`config.mk`:
```
export PLATFORM = sky130hd
export DESIGN_NAME = modem_interchange_control
export DESIGN_NICKNAME = d
export VERILOG_FILES = /design/src/design/modem_ctl_pkg.sv /design/src/design/stream_if.sv /design/src/design/modem_interchange_control.sv /design/src/design/stream_fifo.sv /design/src/design/sync_scrambler.sv
export SDC_FILE = /design/constraint.sdc
export NUM_CORES = 1
export LEC_CHECK = 0
export CORE_ASPECT_RATIO = 0.5
export CORE_MARGIN = 3
export CORE_UTILIZATION = 64
export DETAILED_ROUTE_END_ITERATION = 7
export DONT_BUFFER_PORTS = 1
export GPL_ROUTABILITY_DRIVEN = 0
export HOLD_SLACK_MARGIN = 0.15
export PLACE_DENSITY = 0.87
export SLEW_MARGIN = 40
export SYNTH_ARGS = -nofsm -noshare
export SYNTH_HDL_FRONTEND = slang
export SYNTH_SLANG_ARGS = --single-unit
```
`constraint.sdc`:
```
create_clock -name SYS_CLK -period 6.46 [get_ports SYS_CLK]
set_input_delay 1.292 -clock SYS_CLK [delete_from_list [all_inputs] [get_ports SYS_CLK]]
set_output_delay 1.292 -clock SYS_CLK [all_outputs]
set_load 0.02 [all_outputs]
```
`src/design/modem_ctl_pkg.sv`:
```
/*
 * Shared constants for the modem interchange control block: pin indices of the
 * synchronised input vector, response and clamp times in milliseconds, data rates
 * and the scrambler guard count.
 * Assumes a single 25 MHz system clock; cycle counts are derived in the modules.
 */
package modem_ctl_pkg;

    // ----------------------------------------------------------------
    // clock and rates
    // ----------------------------------------------------------------
    localparam int unsigned SYS_CLK_HZ = 32'h017D_7840;  // 25 MHz
    localparam int unsigned MS_PER_S = 32'h0000_03E8;
    localparam int unsigned FULL_BPS = 32'h0000_12C0;    // 4800 bit/s
    localparam int unsigned RED_BPS = 32'h0000_0960;     // 2400 bit/s
    localparam int CYC_W = 16;                          // width of cycle counters
    localparam int MS_W = 10;                           // width of millisecond counters

    // ----------------------------------------------------------------
    // times in milliseconds
    // ----------------------------------------------------------------
    localparam logic [MS_W-1:0] ON_SHORT_FULL_MS = 10'h019;  // 25 ms
    localparam logic [MS_W-1:0] ON_LONG_FULL_MS = 10'h2C4;   // 708 ms
    localparam logic [MS_W-1:0] ON_SHORT_RED_MS = 10'h043;   // 67 ms
    localparam logic [MS_W-1:0] ON_LONG_RED_MS = 10'h3B0;    // 944 ms
    localparam logic [MS_W-1:0] TURNOFF_MS = 10'h019;        // 25 ms turn-off sequence
    localparam logic [MS_W-1:0] RLSD_OFF_MS = 10'h00A;       // inside the 5..15 ms window
    localparam logic [MS_W-1:0] BACK_ON_MS = 10'h078;        // inside the 80..160 ms window
    localparam logic [MS_W-1:0] BACK_DET_ON_MS = 10'h028;    // below 80 ms
    localparam logic [MS_W-1:0] BACK_DET_OFF_MS = 10'h028;   // inside the 15..80 ms window
    localparam logic [MS_W-1:0] CLAMP_EXT_MS = 10'h096;      // 150 ms
    localparam logic [MS_W-1:0] MS_SAT = 10'h3FF;            // counter saturation value, also the reset value of clamp_ms and bclamp_ms

    // ----------------------------------------------------------------
    // scrambler
    // ----------------------------------------------------------------
    localparam int HIST_W = 12;
    localparam logic [5:0] GUARD_COUNT = 6'h20;  // coincidences before inversion

    // ----------------------------------------------------------------
    // indices of the synchronised pin vector
    // ----------------------------------------------------------------
    localparam int P_TXD = 0;
    localparam int P_RTS = 1;
    localparam int P_RTS_F = 2;
    localparam int P_CON = 3;
    localparam int P_CON_F = 4;
    localparam int P_RATE = 5;
    localparam int P_EXTCLK = 6;
    localparam int P_SEQ = 7;
    localparam int P_2W = 8;
    localparam int P_CLEXT = 9;
    localparam int P_EXTSEL = 10;
    localparam int P_BTXD = 11;
    localparam int P_BREQ = 12;
    localparam int P_BCLEXT = 13;
    localparam int PIN_W = 14;

    typedef enum logic [1:0] {ST_IDLE, ST_TRAIN, ST_DATA, ST_TURNOFF} seq_state_t;

endpackage

```
`src/design/stream_if.sv`:
```
/*
 * Valid/ready stream carrier between the control block and its FIFO.
 * Assumes both ends run on the same system clock.
 */
`timescale 1ns/1ps
interface stream_if #(parameter int W = 1);
    logic valid;
    logic ready;
    logic [W-1:0] data;
    modport src (output valid, output data, input ready);
    modport snk (input valid, input data, output ready);
endinterface

```
`src/design/modem_interchange_control.sv`:
```
/*
 * Interchange control for a leased-line 4800/2400 bit/s modem: ready-for-sending
 * sequencing, detector response times, half-duplex clamps, element timing and the
 * scrambler paths between terminal and modulator/demodulator.
 * Assumes terminal pins are asynchronous; datapath signals share SYS_CLK.
 */
`timescale 1ns/1ps
// Function
// detector on after sync, before received data
// ready-for-sending after 25/708 or 67/944 ms
// ready off within 2 ms; detector 5-15 ms
// backward ready and detector response windows
// two-wire: clamp received data, detector, extension
// two-wire: clamp backward data and detector
// faulted request or connect reads OFF
// terminal treats faulted data-set-ready OFF
// drive transmit and receive element timing
// optional external transmit timing from terminal
// rate selector picks full or reduced rate
// backward circuits only when channel fitted
// scrambler and descrambler, 1+x^-6+x^-7
// guard breaks repeating output patterns
// ready on after training, then user data
// request during turn-off waits for end
// sequence select picks ready delay
// intervals counted from system clock
module modem_interchange_control
    import modem_ctl_pkg::*;
#(
    parameter int unsigned CYCLES_PER_MS = SYS_CLK_HZ / MS_PER_S,
    parameter int unsigned BIT_CYC_FULL = SYS_CLK_HZ / FULL_BPS,
    parameter int unsigned BIT_CYC_RED = SYS_CLK_HZ / RED_BPS,
    parameter logic [MS_W-1:0] BACK_CLAMP_MS = CLAMP_EXT_MS,
    parameter bit BACK_FITTED = 1'b1,
    parameter int FIFO_DEPTH = 4
)
(
    input wire logic SYS_CLK,
    input wire logic RESETN,
    input wire logic TX_DATA,
    input wire logic RTS,
    input wire logic RTS_FAULT,
    input wire logic CONNECT,
    input wire logic CONNECT_FAULT,
    input wire logic RATE_FULL,
    input wire logic EXT_TX_CLK,
    input wire logic SEQ_LONG,
    input wire logic TWO_WIRE,
    input wire logic CLAMP_EXT_EN,
    input wire logic EXT_CLK_SEL,
    input wire logic BACK_TX_DATA,
    input wire logic BACK_REQ,
    input wire logic BACK_CLAMP_EN,
    output logic RX_DATA,
    output logic CTS,
    output logic DSR,
    output logic RLSD,
    output logic TX_CLK,
    output logic RX_CLK,
    output logic BACK_RX_DATA,
    output logic BACK_READY,
    output logic BACK_RLSD,
    input wire logic LINE_SIGNAL,
    input wire logic SYNC_DONE,
    input wire logic RX_BIT_VALID,
    input wire logic RX_BIT,
    input wire logic BACK_LINE_SIGNAL,
    input wire logic BACK_RX_VALID,
    input wire logic BACK_RX_BIT,
    output logic TX_ACTIVE,
    output logic TX_LINE_VALID,
    output logic TX_LINE_BIT,
    input wire logic TX_LINE_READY,
    output logic BACK_TX_BIT
);
    localparam logic [CYC_W-1:0] MS_LAST = CYC_W'(CYCLES_PER_MS - 1);
    localparam logic [CYC_W-1:0] FULL_LAST = CYC_W'(BIT_CYC_FULL - 1);
    localparam logic [CYC_W-1:0] RED_LAST = CYC_W'(BIT_CYC_RED - 1);

    typedef struct packed {
        logic [PIN_W-1:0] sync1;
        logic [PIN_W-1:0] sync2;
        logic ext_prev;
        seq_state_t st;
        logic [MS_W-1:0] seq_ms;
        logic [CYC_W-1:0] ms_cyc;
        logic ms_tick;
        logic [CYC_W-1:0] bit_cyc;
        logic tx_clk;
        logic [CYC_W-1:0] rx_cyc;
        logic rx_clk;
        logic cts;
        logic dsr;
        logic rlsd;
        logic [MS_W-1:0] lost_ms;
        logic [MS_W-1:0] clamp_ms;
        logic rx_data;
        logic back_ready;
        logic [MS_W-1:0] b121_ms;
        logic back_rlsd;
        logic [MS_W-1:0] b122_ms;
        logic [MS_W-1:0] bclamp_ms;
        logic back_rx_data;
        logic back_tx_bit;
    } ctl_t;

    // ----------------------------------------------------------------
    // helpers
    // ----------------------------------------------------------------

    // saturating millisecond counter, cleared on request
    function automatic logic [MS_W-1:0] ms_step(input logic [MS_W-1:0] cnt, input logic clr, input logic tick);
        if (clr)
            return '0;
        else if (tick && cnt != MS_SAT)
            return cnt + 1'b1;
        else
            return cnt;
    endfunction

    // ready-for-sending delay for the chosen sequence and rate
    function automatic logic [MS_W-1:0] turn_on_ms(input logic long_seq, input logic full);
        case ({long_seq, full})
            2'b01: return ON_SHORT_FULL_MS;
            2'b11: return ON_LONG_FULL_MS;
            2'b00: return ON_SHORT_RED_MS;
            default: return ON_LONG_RED_MS;
        endcase
    endfunction

    ctl_t s;
    ctl_t next_s;
    logic [1:0] rst_pipe;
    logic rst_n;
    logic [PIN_W-1:0] p;
    logic rts_eff;
    logic con_eff;
    logic clamp;
    logic bclamp;
    logic [CYC_W-1:0] bit_last;
    logic int_tick;
    logic ext_rise;
    logic tx_take;
    logic scr_out;
    logic descr_out;

    stream_if #(.W(1)) tx_in ();
    stream_if #(.W(1)) tx_out ();

    // ----------------------------------------------------------------
    // reset release
    // ----------------------------------------------------------------

    // release through two flops; assertion stays asynchronous
    always_ff @(posedge SYS_CLK or negedge RESETN)
    begin
        if (!RESETN)
            rst_pipe <= 2'b00;
        else
            rst_pipe <= {rst_pipe[0], 1'b1};
    end
    assign rst_n = rst_pipe[1];

    // ----------------------------------------------------------------
    // datapath submodules
    // ----------------------------------------------------------------

    sync_scrambler #(.DESCR(1'b0)) u_scr (
        .clk(SYS_CLK),
        .rst_n(rst_n),
        .en(tx_take & tx_in.ready),
        .din((s.st == ST_DATA) ? p[P_TXD] : 1'b1),
        .dout(scr_out)
    );

    sync_scrambler #(.DESCR(1'b1)) u_descr (
        .clk(SYS_CLK),
        .rst_n(rst_n),
        .en(RX_BIT_VALID),
        .din(RX_BIT),
        .dout(descr_out)
    );

    stream_fifo #(.W(1), .DEPTH(FIFO_DEPTH)) u_fifo (
        .clk(SYS_CLK),
        .rst_n(rst_n),
        .in_s(tx_in.snk),
        .out_s(tx_out.src)
    );

    // transmit stream towards the modulator; a full FIFO holds the scrambler
    assign tx_in.valid = tx_take;
    assign tx_in.data = scr_out;
    assign tx_out.ready = TX_LINE_READY;
    assign TX_LINE_VALID = tx_out.valid;
    assign TX_LINE_BIT = tx_out.data;

    // ----------------------------------------------------------------
    // decoded conditions
    // ----------------------------------------------------------------

    // faulted request or connect lines read as OFF
    assign p = s.sync2;
    assign con_eff = p[P_CON] & ~p[P_CON_F];
    assign rts_eff = p[P_RTS] & ~p[P_RTS_F] & con_eff;

    // half-duplex clamps with optional extension after release
    assign clamp = p[P_2W] & (rts_eff | (p[P_CLEXT] & (s.clamp_ms < CLAMP_EXT_MS)));
    assign bclamp = p[P_2W] & (p[P_BREQ] | (p[P_BCLEXT] & (s.bclamp_ms < BACK_CLAMP_MS)));

    // bit timing from the internal divider or the terminal's clock
    assign bit_last = p[P_RATE] ? FULL_LAST : RED_LAST;
    assign int_tick = (s.bit_cyc >= bit_last);
    assign ext_rise = p[P_EXTCLK] & ~s.ext_prev;
    assign tx_take = p[P_EXTSEL] ? ext_rise : int_tick;

    // ----------------------------------------------------------------
    // next state
    // ----------------------------------------------------------------

    always_comb
    begin
        next_s = s;
        // two-flop pin synchronisers and external clock edge memory
        next_s.sync1 = {BACK_CLAMP_EN, BACK_REQ, BACK_TX_DATA, EXT_CLK_SEL, CLAMP_EXT_EN, TWO_WIRE, SEQ_LONG,
                        EXT_TX_CLK, RATE_FULL, CONNECT_FAULT, CONNECT, RTS_FAULT, RTS, TX_DATA};
        next_s.sync2 = s.sync1;
        next_s.ext_prev = p[P_EXTCLK];

        // one millisecond tick
        next_s.ms_tick = (s.ms_cyc >= MS_LAST);
        next_s.ms_cyc = next_s.ms_tick ? '0 : s.ms_cyc + 1'b1;

        // transmit element timing, high in the first half of each bit
        next_s.bit_cyc = int_tick ? '0 : s.bit_cyc + 1'b1;
        next_s.tx_clk = (next_s.bit_cyc <= (bit_last >> 1));

        // receive element timing, restarted by each received bit
        if (RX_BIT_VALID)
            next_s.rx_cyc = '0;
        else if (s.rx_cyc != '1)
            next_s.rx_cyc = s.rx_cyc + 1'b1;
        next_s.rx_clk = (next_s.rx_cyc <= (bit_last >> 1));

        // turn-on / turn-off sequencer
        case (s.st)
            ST_IDLE:
            begin
                next_s.seq_ms = '0;
                if (rts_eff)
                    next_s.st = ST_TRAIN;
            end
            ST_TRAIN:
            begin
                next_s.seq_ms = ms_step(s.seq_ms, 1'b0, s.ms_tick);
                if (!rts_eff)
                    next_s.st = ST_IDLE;
                else if (s.seq_ms > turn_on_ms(p[P_SEQ], p[P_RATE]))
                    next_s.st = ST_DATA;
            end
            ST_DATA:
            begin
                next_s.seq_ms = '0;
                if (!rts_eff)
                    next_s.st = ST_TURNOFF;
            end
            ST_TURNOFF:
            begin
                next_s.seq_ms = ms_step(s.seq_ms, 1'b0, s.ms_tick);
                // a new request is only seen once back in idle
                if (s.seq_ms > TURNOFF_MS)
                    next_s.st = ST_IDLE;
            end
            default:
            begin
                next_s.st = ST_IDLE;
            end
        endcase
        next_s.cts = (next_s.st == ST_DATA);
        next_s.dsr = con_eff;

        // forward detector: on after sync, off 9..10 ms after loss, off under clamp
        next_s.lost_ms = ms_step(s.lost_ms, LINE_SIGNAL | ~s.rlsd, s.ms_tick);
        if (clamp)
            next_s.rlsd = 1'b0;
        else if (s.rlsd)
            next_s.rlsd = (s.lost_ms < RLSD_OFF_MS);
        else
            next_s.rlsd = SYNC_DONE & LINE_SIGNAL;
        next_s.clamp_ms = ms_step(s.clamp_ms, rts_eff, s.ms_tick);

        // received data marks until the detector is on
        if (clamp || !s.rlsd)
            next_s.rx_data = 1'b1;
        else if (RX_BIT_VALID)
            next_s.rx_data = descr_out;

        // backward channel ready: 120..121 ms after request, off at once
        next_s.b121_ms = ms_step(s.b121_ms, ~p[P_BREQ], s.ms_tick);
        next_s.back_ready = BACK_FITTED & p[P_BREQ] & (s.b121_ms > BACK_ON_MS);

        // backward detector: counts while line differs from detector
        next_s.b122_ms = ms_step(s.b122_ms, BACK_LINE_SIGNAL == s.back_rlsd, s.ms_tick);
        if (!BACK_FITTED || bclamp)
            next_s.back_rlsd = 1'b0;
        else if (!s.back_rlsd)
            next_s.back_rlsd = BACK_LINE_SIGNAL & (s.b122_ms >= BACK_DET_ON_MS);
        else
            next_s.back_rlsd = BACK_LINE_SIGNAL | (s.b122_ms <= BACK_DET_OFF_MS);
        next_s.bclamp_ms = ms_step(s.bclamp_ms, p[P_BREQ], s.ms_tick);

        // backward data in both directions
        if (bclamp || !s.back_rlsd)
            next_s.back_rx_data = 1'b1;
        else if (BACK_RX_VALID)
            next_s.back_rx_data = BACK_RX_BIT;
        next_s.back_tx_bit = s.back_ready ? p[P_BTXD] : 1'b1;
    end

    // state register
    always_ff @(posedge SYS_CLK or negedge rst_n)
    begin
        if (!rst_n)
        begin
            s <= '0;
            s.st <= ST_IDLE;
            s.clamp_ms <= MS_SAT;
            s.bclamp_ms <= MS_SAT;
            s.rx_data <= 1'b1;
            s.back_rx_data <= 1'b1;
            s.back_tx_bit <= 1'b1;
        end
        else
        begin
            s <= next_s;
        end
    end

    // ----------------------------------------------------------------
    // outputs
    // ----------------------------------------------------------------

    assign RX_DATA = s.rx_data;
    assign CTS = s.cts;
    assign DSR = s.dsr;
    assign RLSD = s.rlsd;
    assign TX_CLK = s.tx_clk;
    assign RX_CLK = s.rx_clk;
    assign BACK_RX_DATA = s.back_rx_data;
    assign BACK_READY = s.back_ready;
    assign BACK_RLSD = s.back_rlsd;
    assign BACK_TX_BIT = s.back_tx_bit;
    assign TX_ACTIVE = (s.st != ST_IDLE);
endmodule

```
`src/design/stream_fifo.sv`:
```
/*
 * Small synchronous FIFO with valid/ready on both sides.
 * Assumes one clock and an active-low reset already synchronised.
 */
`timescale 1ns/1ps
module stream_fifo
#(
    parameter int W = 1,
    parameter int DEPTH = 4
)
(
    input wire logic clk,
    input wire logic rst_n,
    stream_if.snk in_s,
    stream_if.src out_s
);
    localparam int AW = (DEPTH > 1) ? $clog2(DEPTH) : 1;
    localparam logic [AW:0] FULL_CNT = (AW+1)'(DEPTH);
    localparam logic [AW-1:0] LAST = AW'(DEPTH - 1);

    typedef struct packed {
        logic [DEPTH-1:0][W-1:0] mem;
        logic [AW-1:0] rd;
        logic [AW-1:0] wr;
        logic [AW:0] cnt;
    } fifo_t;

    fifo_t s;
    fifo_t next_s;
    logic push;
    logic pop;

    // handshakes straight from the occupancy count
    assign in_s.ready = (s.cnt != FULL_CNT);
    assign out_s.valid = (s.cnt != '0);
    assign out_s.data = s.mem[s.rd];
    assign push = in_s.valid & in_s.ready;
    assign pop = out_s.valid & out_s.ready;

    // pointer and count update
    always_comb
    begin
        next_s = s;
        if (push)
        begin
            next_s.mem[s.wr] = in_s.data;
            next_s.wr = (s.wr == LAST) ? '0 : s.wr + 1'b1;
        end
        if (pop)
        begin
            next_s.rd = (s.rd == LAST) ? '0 : s.rd + 1'b1;
        end
        case ({push, pop})
            2'b10: next_s.cnt = s.cnt + 1'b1;
            2'b01: next_s.cnt = s.cnt - 1'b1;
            default: next_s.cnt = s.cnt;
        endcase
    end

    // state register
    always_ff @(posedge clk or negedge rst_n)
    begin
        if (!rst_n)
            s <= '0;
        else
            s <= next_s;
    end
endmodule

```
`src/design/sync_scrambler.sv`:
```
/*
 * Self-synchronising scrambler or descrambler, polynomial 1 + x^-6 + x^-7, with a
 * guard that inverts one bit after a run of coincidences at distances 8, 9 and 12.
 * Assumes en pulses once per bit; dout is valid in the cycle of en.
 */
`timescale 1ns/1ps
module sync_scrambler
    import modem_ctl_pkg::*;
#(
    parameter bit DESCR = 1'b0
)
(
    input wire logic clk,
    input wire logic rst_n,
    input wire logic en,
    input wire logic din,
    output logic dout
);
    typedef struct packed {
        logic [HIST_W-1:0] hist;  // hist[0] is the latest line bit
        logic [5:0] gcnt;
    } scr_t;

    scr_t s;
    scr_t next_s;
    logic inv;
    logic line;
    logic coincide;

    // guard fires on the bit after the count is reached
    assign inv = (s.gcnt == GUARD_COUNT);
    // line bit: scrambled output, or received input when descrambling
    assign dout = din ^ s.hist[5] ^ s.hist[6] ^ inv;
    assign line = DESCR ? din : dout;
    // periods 1,2,3,4,6,8,9,12 all repeat at distance 8, 9 or 12
    assign coincide = (line == s.hist[7]) | (line == s.hist[8]) | (line == s.hist[11]);

    // history and guard counter
    always_comb
    begin
        next_s = s;
        if (en)
        begin
            next_s.hist = {s.hist[HIST_W-2:0], line};
            if (inv || !coincide)
                next_s.gcnt = '0;
            else
                next_s.gcnt = s.gcnt + 1'b1;
        end
    end

    // state register
    always_ff @(posedge clk or negedge rst_n)
    begin
        if (!rst_n)
            s <= '0;
        else
            s <= next_s;
    end
endmodule

```
Yosys cells after proc, flatten, opt, wreduce, memory -nomap -nowiden
Index checks and enable logic that the tools add are counted.

Reductions and logical operators: 26. Muxes and demuxes: 46. Bitwise gates (word level): 31. Add/sub/neg operators: 15. Order comparisons: 15. Equality and inequality tests: 28.

Operators with widths (number): $mux W10 (13); $mux W16 (4); $add A10 B1 Y10 const B (6); $ne A10 B10 Y1 const B (6); $add A16 B1 Y16 const B (3); $pmux W12 S4 (1); $le A16 B13 Y1 (2); $pmux W10 S3 (1); $lt A10 B8 Y1 const B (2); $ge A16 B14 Y1 (1); $ge A16 B15 Y1 const B (1); $ne A16 B16 Y1 const B (1); $reduce_bool A2 Y1 (8); $eq A2 B2 Y1 const B (7); $mux W14 (1); $mux W2 (7); $and A1 B1 Y1 (13); $mux W1 (13); $add A6 B1 Y6 const B (2); $eq A6 B6 Y1 const B (2); $mux W6 (2); $ge A10 B6 Y1 const B (1); $gt A10 B10 Y1 (1); $gt A10 B5 Y1 const B (1); 24 further kinds (62).

Word-level logic and storage cells: 197. Output and inout bits: 13. Flip-flop bits (word level): 199. Bits of input ports: 24.

Logic depth before layout (Yosys ltp)
Gate-level depths: netlist of run 1.

Depth in word-level cells: 11. Mapped depth: 16. Mapped depth without buffers: 15.

Cells and area by module
A second synthesis of run 1 with hierarchy kept.

Cells, all modules: 943. Area total of the unflattened synthesis: 10204.8 sq um.

Modules (own cells, without submodules): modem_interchange_control (times used 1, area each 7918.8 sq um, cells each 764, seq. area each 3832.4 sq um); sync_scrambler at u_descr (times used 1, area each 842.1 sq um, cells each 67, seq. area each 450.4 sq um); sync_scrambler at u_scr (times used 1, area each 824.5 sq um, cells each 63, seq. area each 450.4 sq um); stream_fifo (times used 1, area each 619.3 sq um, cells each 49, seq. area each 275.3 sq um).

Worst setup path before layout of run 1
No wires, ideal clock.

Kind: register -> register. Start point: register s, in the netlist p[5]. End point: register s, in the netlist TX_CLK. Cell stages (with the launch flop): 14. Data required time: 6.377 ns. Library setup time: 0.083 ns. Arrival time: 3.559 ns. Path slack: 2.818 ns. Period minus slack after synthesis: 3.642 ns. Buffers on the path: 1. Path through: dfrtp_1 -> inv_1 -> ha_1 -> o21ai_0 -> nor2_1 -> o31ai_1 -> nand3_2 -> clkbuf_1 -> nor2_1 -> ha_1 -> nand3_1 -> or4_1 -> or4_1 -> o21ai_0.

RTL lines: start: declaration (line modem_interchange_control.sv:131) `ctl_t s;`; start signal: assignment (line modem_interchange_control.sv:335) `s <= next_s;`.

Worst setup path in the final report of run 1
Start point: register s, in the netlist p[5]. End point: register u_fifo.s[2] in the netlist's numbering.

Word-level cells in the longest chain between the ends: 6. Elaborated cells on any way between the ends: 8. Classes of those cells: 1 x order compare; 2 x eq/ne; 3 x mux; 1 x bitwise; 1 x reduce/logical.

Ends and longest elaborated chain: $mux W14 * (line modem_interchange_control.sv:212) `assign bit_last = p[P_RATE] ? FULL_LAST : RED_LAST;`; $ge A16 B14 Y1 * (line modem_interchange_control.sv:213) `assign int_tick = (s.bit_cyc >= bit_last);`; $mux W1 * (line modem_interchange_control.sv:215) `assign tx_take = p[P_EXTSEL] ? ext_rise : int_tick;`; $and A1 B1 Y1 * (line stream_fifo.sv:37) `assign push = in_s.valid & in_s.ready;`; $eq A2 B1 Y1 or $eq A2 B2 Y1 (tied branches) (line stream_fifo.sv:53) `case ({push, pop})`; $pmux W3 S2 or $reduce_bool A2 Y1 (tied branches); end signal: assignment (line stream_fifo.sv:66) `s <= next_s;`; end: declaration (line stream_fifo.sv:28) `fifo_t s;`.

Mark *: on every way between the ends. The rest lies on a longest branch, timed or not. A chain may end at the register's enable or synchronous reset.

==> metrics.cfg, run 1 <==
[finish]
fin_cells=1197
diodes=0
final_area_sq_mm=0.0109
areaGrowthSynthToFinish_pct=7.93
nNetsFinal=1076
final_util_pct=72.8
drive_gt1_share_pct=9.01

[min_path]
min_path_type=flop to async pin

[power_and_ir_drop]
pwr-share-seq_pct=49.1
power_density_mw_per_mm2=300
irDropWorstVdd_uv=235
p_leak_nw=4.90
p_int_mw=2.22
p_clk_share_pct=31.7
p_total_mw=3.26
power.share.combinational_pct=19.2
swShare_pct=31.8
power.switching_mw=1.03

[synthesis]
synth_common_cells=dfrtp_1 (176), nor2_1 (109), nand2_1 (97)
synth_area_sq_mm=0.0101
synthArstFlopShare_pct=100
synth.area.top_cells=dfrtp_1 (44%), ha_1 (8.1%), dfstp_2 (6.0%)
yosysTopAreaCell=dfrtp_1
ys_seq_area_share_pct=49.8
syn_area_per_cell_sq_um=10.2
synth_seq_cells=199
synth_cells=983
yosysMostFrequentCell=dfrtp_1
synth_top_area_share_pct=43.8
synth_warnings=0
synth_cell_type_count=66
ys.flop_type=dfrtp_1
synth_edf_count=0

[floorplanning]
pin_count=37
initial_core_util_pct=67.4
core_sq_mm=0.0149
die_h_um=94.7
rows=31
die_w_um=183
die_area_sq_mm=0.0174

[worst_setup_path]
crit_chain=inv_1, ha_1, o21ai_0, nor2_1, o31ai_1, nand3_2, o211a_1, inv_1, ha_1, inv_1, fa_1, xor2_1, nor2_1, xor2_1
required_ns=6.79
reg2reg_slack_ns=1.46
r2r_start=p[5]
reg2reg_depth=14
crit_fanout=22
crit_slowest_cell=dfrtp_1
worst_ep_arrival_time_ns=5.33
cp-start-kind=flop
critical_path_class=flop to flop
end_kind=flop
cpMostUsedCell=inv_1
max_stage_delay_ns=0.76
r2r_end=u_fifo.s[2]

[grt]
grt_pass1_vias=7289
antenna_found_initial=0
grt_usage_pct=23.9
grt-ovfl-total=0
grt_pass1_wl_um=33500
grt_max_degree=77

[timing]
hold_violations=0
finalCriticalPeriod_ns=5.00
setup_viol=0
max_clock_freq_mhz=200
slew_violations=0
fin_worst_skew_ns=0.0120
holdWs_ns=0.234
setup_slack_ns=1.46
slew_headroom_pct=47.4
tightestPinTransition_ns=0.783
post-route-period-util_pct=77.4
rsz0062_at_grt=no
fin_tns_setup_ns=0

[place]
pre_cts_slack_ns=1.63
portBuffers=0
dpl_cell_area_sq_mm=0.0103
post-place-cells=1165
post-dp-hpwl_um=13000

[clock_network]
clock_path_buffers=2
cts_buffers=17
cts_tree=yes
h-tree-depth=4
post_cts_buffers=0
clock_sinks=199
cts_hold_buffers=0
clkLatencyLatePin_ns=0.45
cts_resized=0
cts_root_buffer=clkbuf_16
clkSlewWorstSetupHoldPaths_ns=0.08

[detailed_routing]
avgRoutedWirePerCell_um=16.1
ant_nets=0
drc=0
vias=7107
drt-total-wl_um=19300
drtPass1Iterations=5
dr.first_iter.drc_count=485
via_per_inst=5.94

[status]
outcome=complete, no violations

[flow_run]
drv_cap=0

flip-flops by register name, summed over array words and instances (netlist names):
name          flops
TX_CLK            1
s               112
RLSD              1
u_descr.s        18
p                14
DSR               1
BACK_RLSD         1
BACK_RX_DATA      1
next_s           14
BACK_READY        1
u_scr.s          18
u_fifo.s         11
RX_DATA           1
CTS               1
BACK_TX_BIT       1
rst_pipe          2
RX_CLK            1
final cells by class:
| type | instances | area, sq um |
|---|---|---|
| fillers | 981 | 4070 |
| well taps | 198 | 248 |
| repair buffers | 4 | 58.8 |
| clock buffers | 18 | 429 |
| multi-input cells | 725 | 4830 |
| clock inverters | 14 | 141 |
| inverters | 39 | 146 |
| flip-flops and latches | 199 | 5010 |
worst max-delay path by stage:
stage                           start          end  slack, ns  cells after the start
after global routing             p[5]  u_fifo.s[2]       1.11                     14
after detailed placement         p[5]  u_fifo.s[2]       1.63                     14
after global placement           p[5]  u_fifo.s[2]       1.82                     14
final                            p[5]  u_fifo.s[2]       1.46                     14
after CTS                        p[5]  u_fifo.s[2]       1.52                     14
after floorplan           rst_pipe[1]   BACK_READY       0.54                      0
worst max-delay path, delay by kind of cell, from the launching register on:
family                     cells  cell delay (ns)
DFF                            1             0.76
and+or+nand+nor                3             0.51
buffers and inverters          3             1.09
xor gates and xnor gates       2             0.33
AOI/OAI and AO/OA              3             1.05
adders and majority gates      3             1.13
power by group through the flow:
stage | clock (mW) | sequential, mW | combinational (mW)
2_1_floorplan | 0 | 1.58 | 0.502
3_3_place_gp | 0 | 1.61 | 0.560
3_5_place_dp | 0 | 1.61 | 0.614
4_1_cts | 1.05 | 1.60 | 0.631
5_1_grt | 1.10 | 1.63 | 0.713
6_report | 1.03 | 1.60 | 0.624
layer usage:
layer,routed length [um],global-route usage (%),vias up
li1,-,-,3405
met1,8660,30.4,3533
met2,9650,41.6,141
met3,694,4.77,28
met4,293,8.49,0
met5,0,0,-
logic make-up (layout without fill, tap and decap cells):
group / Yosys count / after routing / synth area share, %
simple gates: 407 / 407 / 20.4
fa+ha+maj: 66 / 66 / 8.28
flops: 199 / 199 / 49.8
xor+xnor: 90 / 90 / 7.83
buf+inv: 60 / 75 / 2.39
mux: 29 / 29 / 3.23
other cells: 2 / 3 / 0.0746
compound gates: 130 / 130 / 8.05
layout by cell type (no fill, tap or decap), types with 28 or more instances in the layout:
cell     netlist  layout
inv_1         39      39
ha_1          65      65
a21oi_1       28      28
nand2_1       97      97
xnor2_1       38      37
dfrtp_1      176     175
nand4_1       30      30
nor2_1       109     109
o21ai_0       44      44
xor2_1        52      52
nand3_1       49      49
Note: power is estimated with default switching activity, not from simulation.
==> inputs of run 2 (changes only) <==
==> constraint.sdc (replaced) <==
create_clock -name SYS_CLK -period 5 [get_ports SYS_CLK]
set_input_delay 1 -clock SYS_CLK [delete_from_list [all_inputs] [get_ports SYS_CLK]]
set_output_delay 1 -clock SYS_CLK [all_outputs]
set_load 0.02 [all_outputs]
==> run 2 against run 1 <==
Net effect:
- non-clock buffer count unchanged
- fmax increased by 27%
- via count increased by 0.14%
- largest power group unchanged
==> metrics.cfg, run 2 (synthesis gave the netlist of run 1 again) <==
[status]
outcome=complete, no violations

[floorplanning]
die_h_um=94.7
pin_count=37
die_w_um=183
initial_core_util_pct=67.4
core_sq_mm=0.0149
rows=31
die_area_sq_mm=0.0174

[clock_network]
cts_resized=0
h-tree-depth=4
cts_hold_buffers=0
cts_tree=yes
post_cts_buffers=0
clkSlewWorstSetupHoldPaths_ns=0.08
cts_buffers=17
clock_path_buffers=2
cts_root_buffer=clkbuf_16
clock_sinks=199
clkLatencyLatePin_ns=0.44

[worst_setup_path]
cp-start-kind=flop
crit_chain=inv_1, ha_1, o21ai_0, nor2_1, o31ai_1, nand3_2, o211a_1, inv_1, ha_1, inv_1, fa_1, xor2_1, nor2_1, xor2_1
worst_ep_arrival_time_ns=4.29
critical_path_class=flop to flop
end_kind=flop
crit_fanout=22
max_stage_delay_ns=0.59
cpMostUsedCell=inv_1
cp_top_family=compound AO/OA/AOI/OAI gates
crit_slowest_cell=o211a_1
required_ns=5.36
crit_buf_inv=3

[finish]
diodes=0
final_cell_mix=dfrtp_1 (175), nor2_1 (109), nand2_1 (97)
drive_gt1_share_pct=9.01
areaGrowthSynthToFinish_pct=8.08
final_area_sq_mm=0.0109
top_regs=s (112), u_descr.s (18), u_scr.s (18)
regMostFlops=s
nNetsFinal=1076
mostFrequentLayoutCell=dfrtp_1
largest_register_ffs=112

[timing]
finalCriticalPeriod_ns=3.93
fin_worst_skew_ns=0.0127
fin_tns_setup_ns=0
rsz0062_at_grt=no
hold_violations=0
slew_violations=0
slew_headroom_pct=54.2
max_clock_freq_mhz=254
tightestPinTransition_ns=0.682
post-route-period-util_pct=78.6
setup_viol=0

[power_and_ir_drop]
pwr-share-seq_pct=48.6
p_clk_share_pct=32.0
p_total_mw=4.25
power.share.combinational_pct=19.3
power.switching_mw=1.35
power_density_mw_per_mm2=390
irDropWorstVdd_uv=269
swShare_pct=31.8
p_leak_nw=4.92
p_int_mw=2.89

[min_path]
min_path_type=flop to async pin

[flow_run]
drv_cap=0

[grt]
grt_pass1_wl_um=33500
grt_pass1_vias=7273
antenna_found_initial=0
grt_max_degree=128
grt_usage_pct=23.9
grt-ovfl-total=0

[place]
dpl_cell_area_sq_mm=0.0103
portBuffers=0
post-dp-hpwl_um=12800

[detailed_routing]
drtPass1Iterations=5
ant_nets=0
via_per_inst=5.95
vias=7117
avgRoutedWirePerCell_um=16.2
drt-total-wl_um=19400
drc=0
dr.first_iter.drc_count=490

run 2: path summary, 6_finish.rpt:
path	startpoint	endpoint	slack, ns	cells after the start
setup / recovery	p[5]	u_fifo.s[2]	1.07	14
hold reg to reg	rst_pipe[1]	next_s[124]	0.24	0
hold / removal	rst_pipe[1]	next_s[124]	0.24	0
max in group asynchronous	rst_pipe[1]	s[72]	3.78	1
min in group SYS_CLK	next_s[125]	p[3]	0.35	0
setup reg to reg	p[5]	u_fifo.s[2]	1.07	14
run 2: cell type report:
cell class	instances	area [sq um]
multi-input cells	725	4830
well taps	198	248
repair buffers	4	55.1
inverters	39	146
flip-flops and latches	199	5010
clock buffers	18	439
fillers	974	4050
clock inverters	14	150
run 2: metrics by stage:
step	util [%]	hold WS [ns]	cells	worst slack (ns)
6_report	72.9	0.239	1197	1.07
5_1_grt	72.9	0.236	1197	0.707
4_1_cts	72.8	0.239	1197	1.11
3_5_place_dp	68.9	0.248	1165	1.17
3_3_place_gp	68.7	0.334	1164	1.27
2_1_floorplan	-	0.331	984	1.36
run 2: layer usage:
metal  up-vias  share of wire [%]  global-route usage (%)
met4         0                2.0                    9.56
met5         -                  0                       0
li1       3409                  -                       -
met2       118                 50                    40.6
met3        41                3.2                    4.92
met1      3549                 45                    30.5
run 2: power groups by stage:
stage / Combinational, mW / Sequential [mW] / Clock, mW
2_1_floorplan: 0.648 / 2.04 / 0
3_3_place_gp: 0.733 / 2.07 / 0
3_5_place_dp: 0.805 / 2.08 / 0
4_1_cts: 0.828 / 2.06 / 1.38
5_1_grt: 0.930 / 2.10 / 1.45
6_report: 0.821 / 2.07 / 1.36
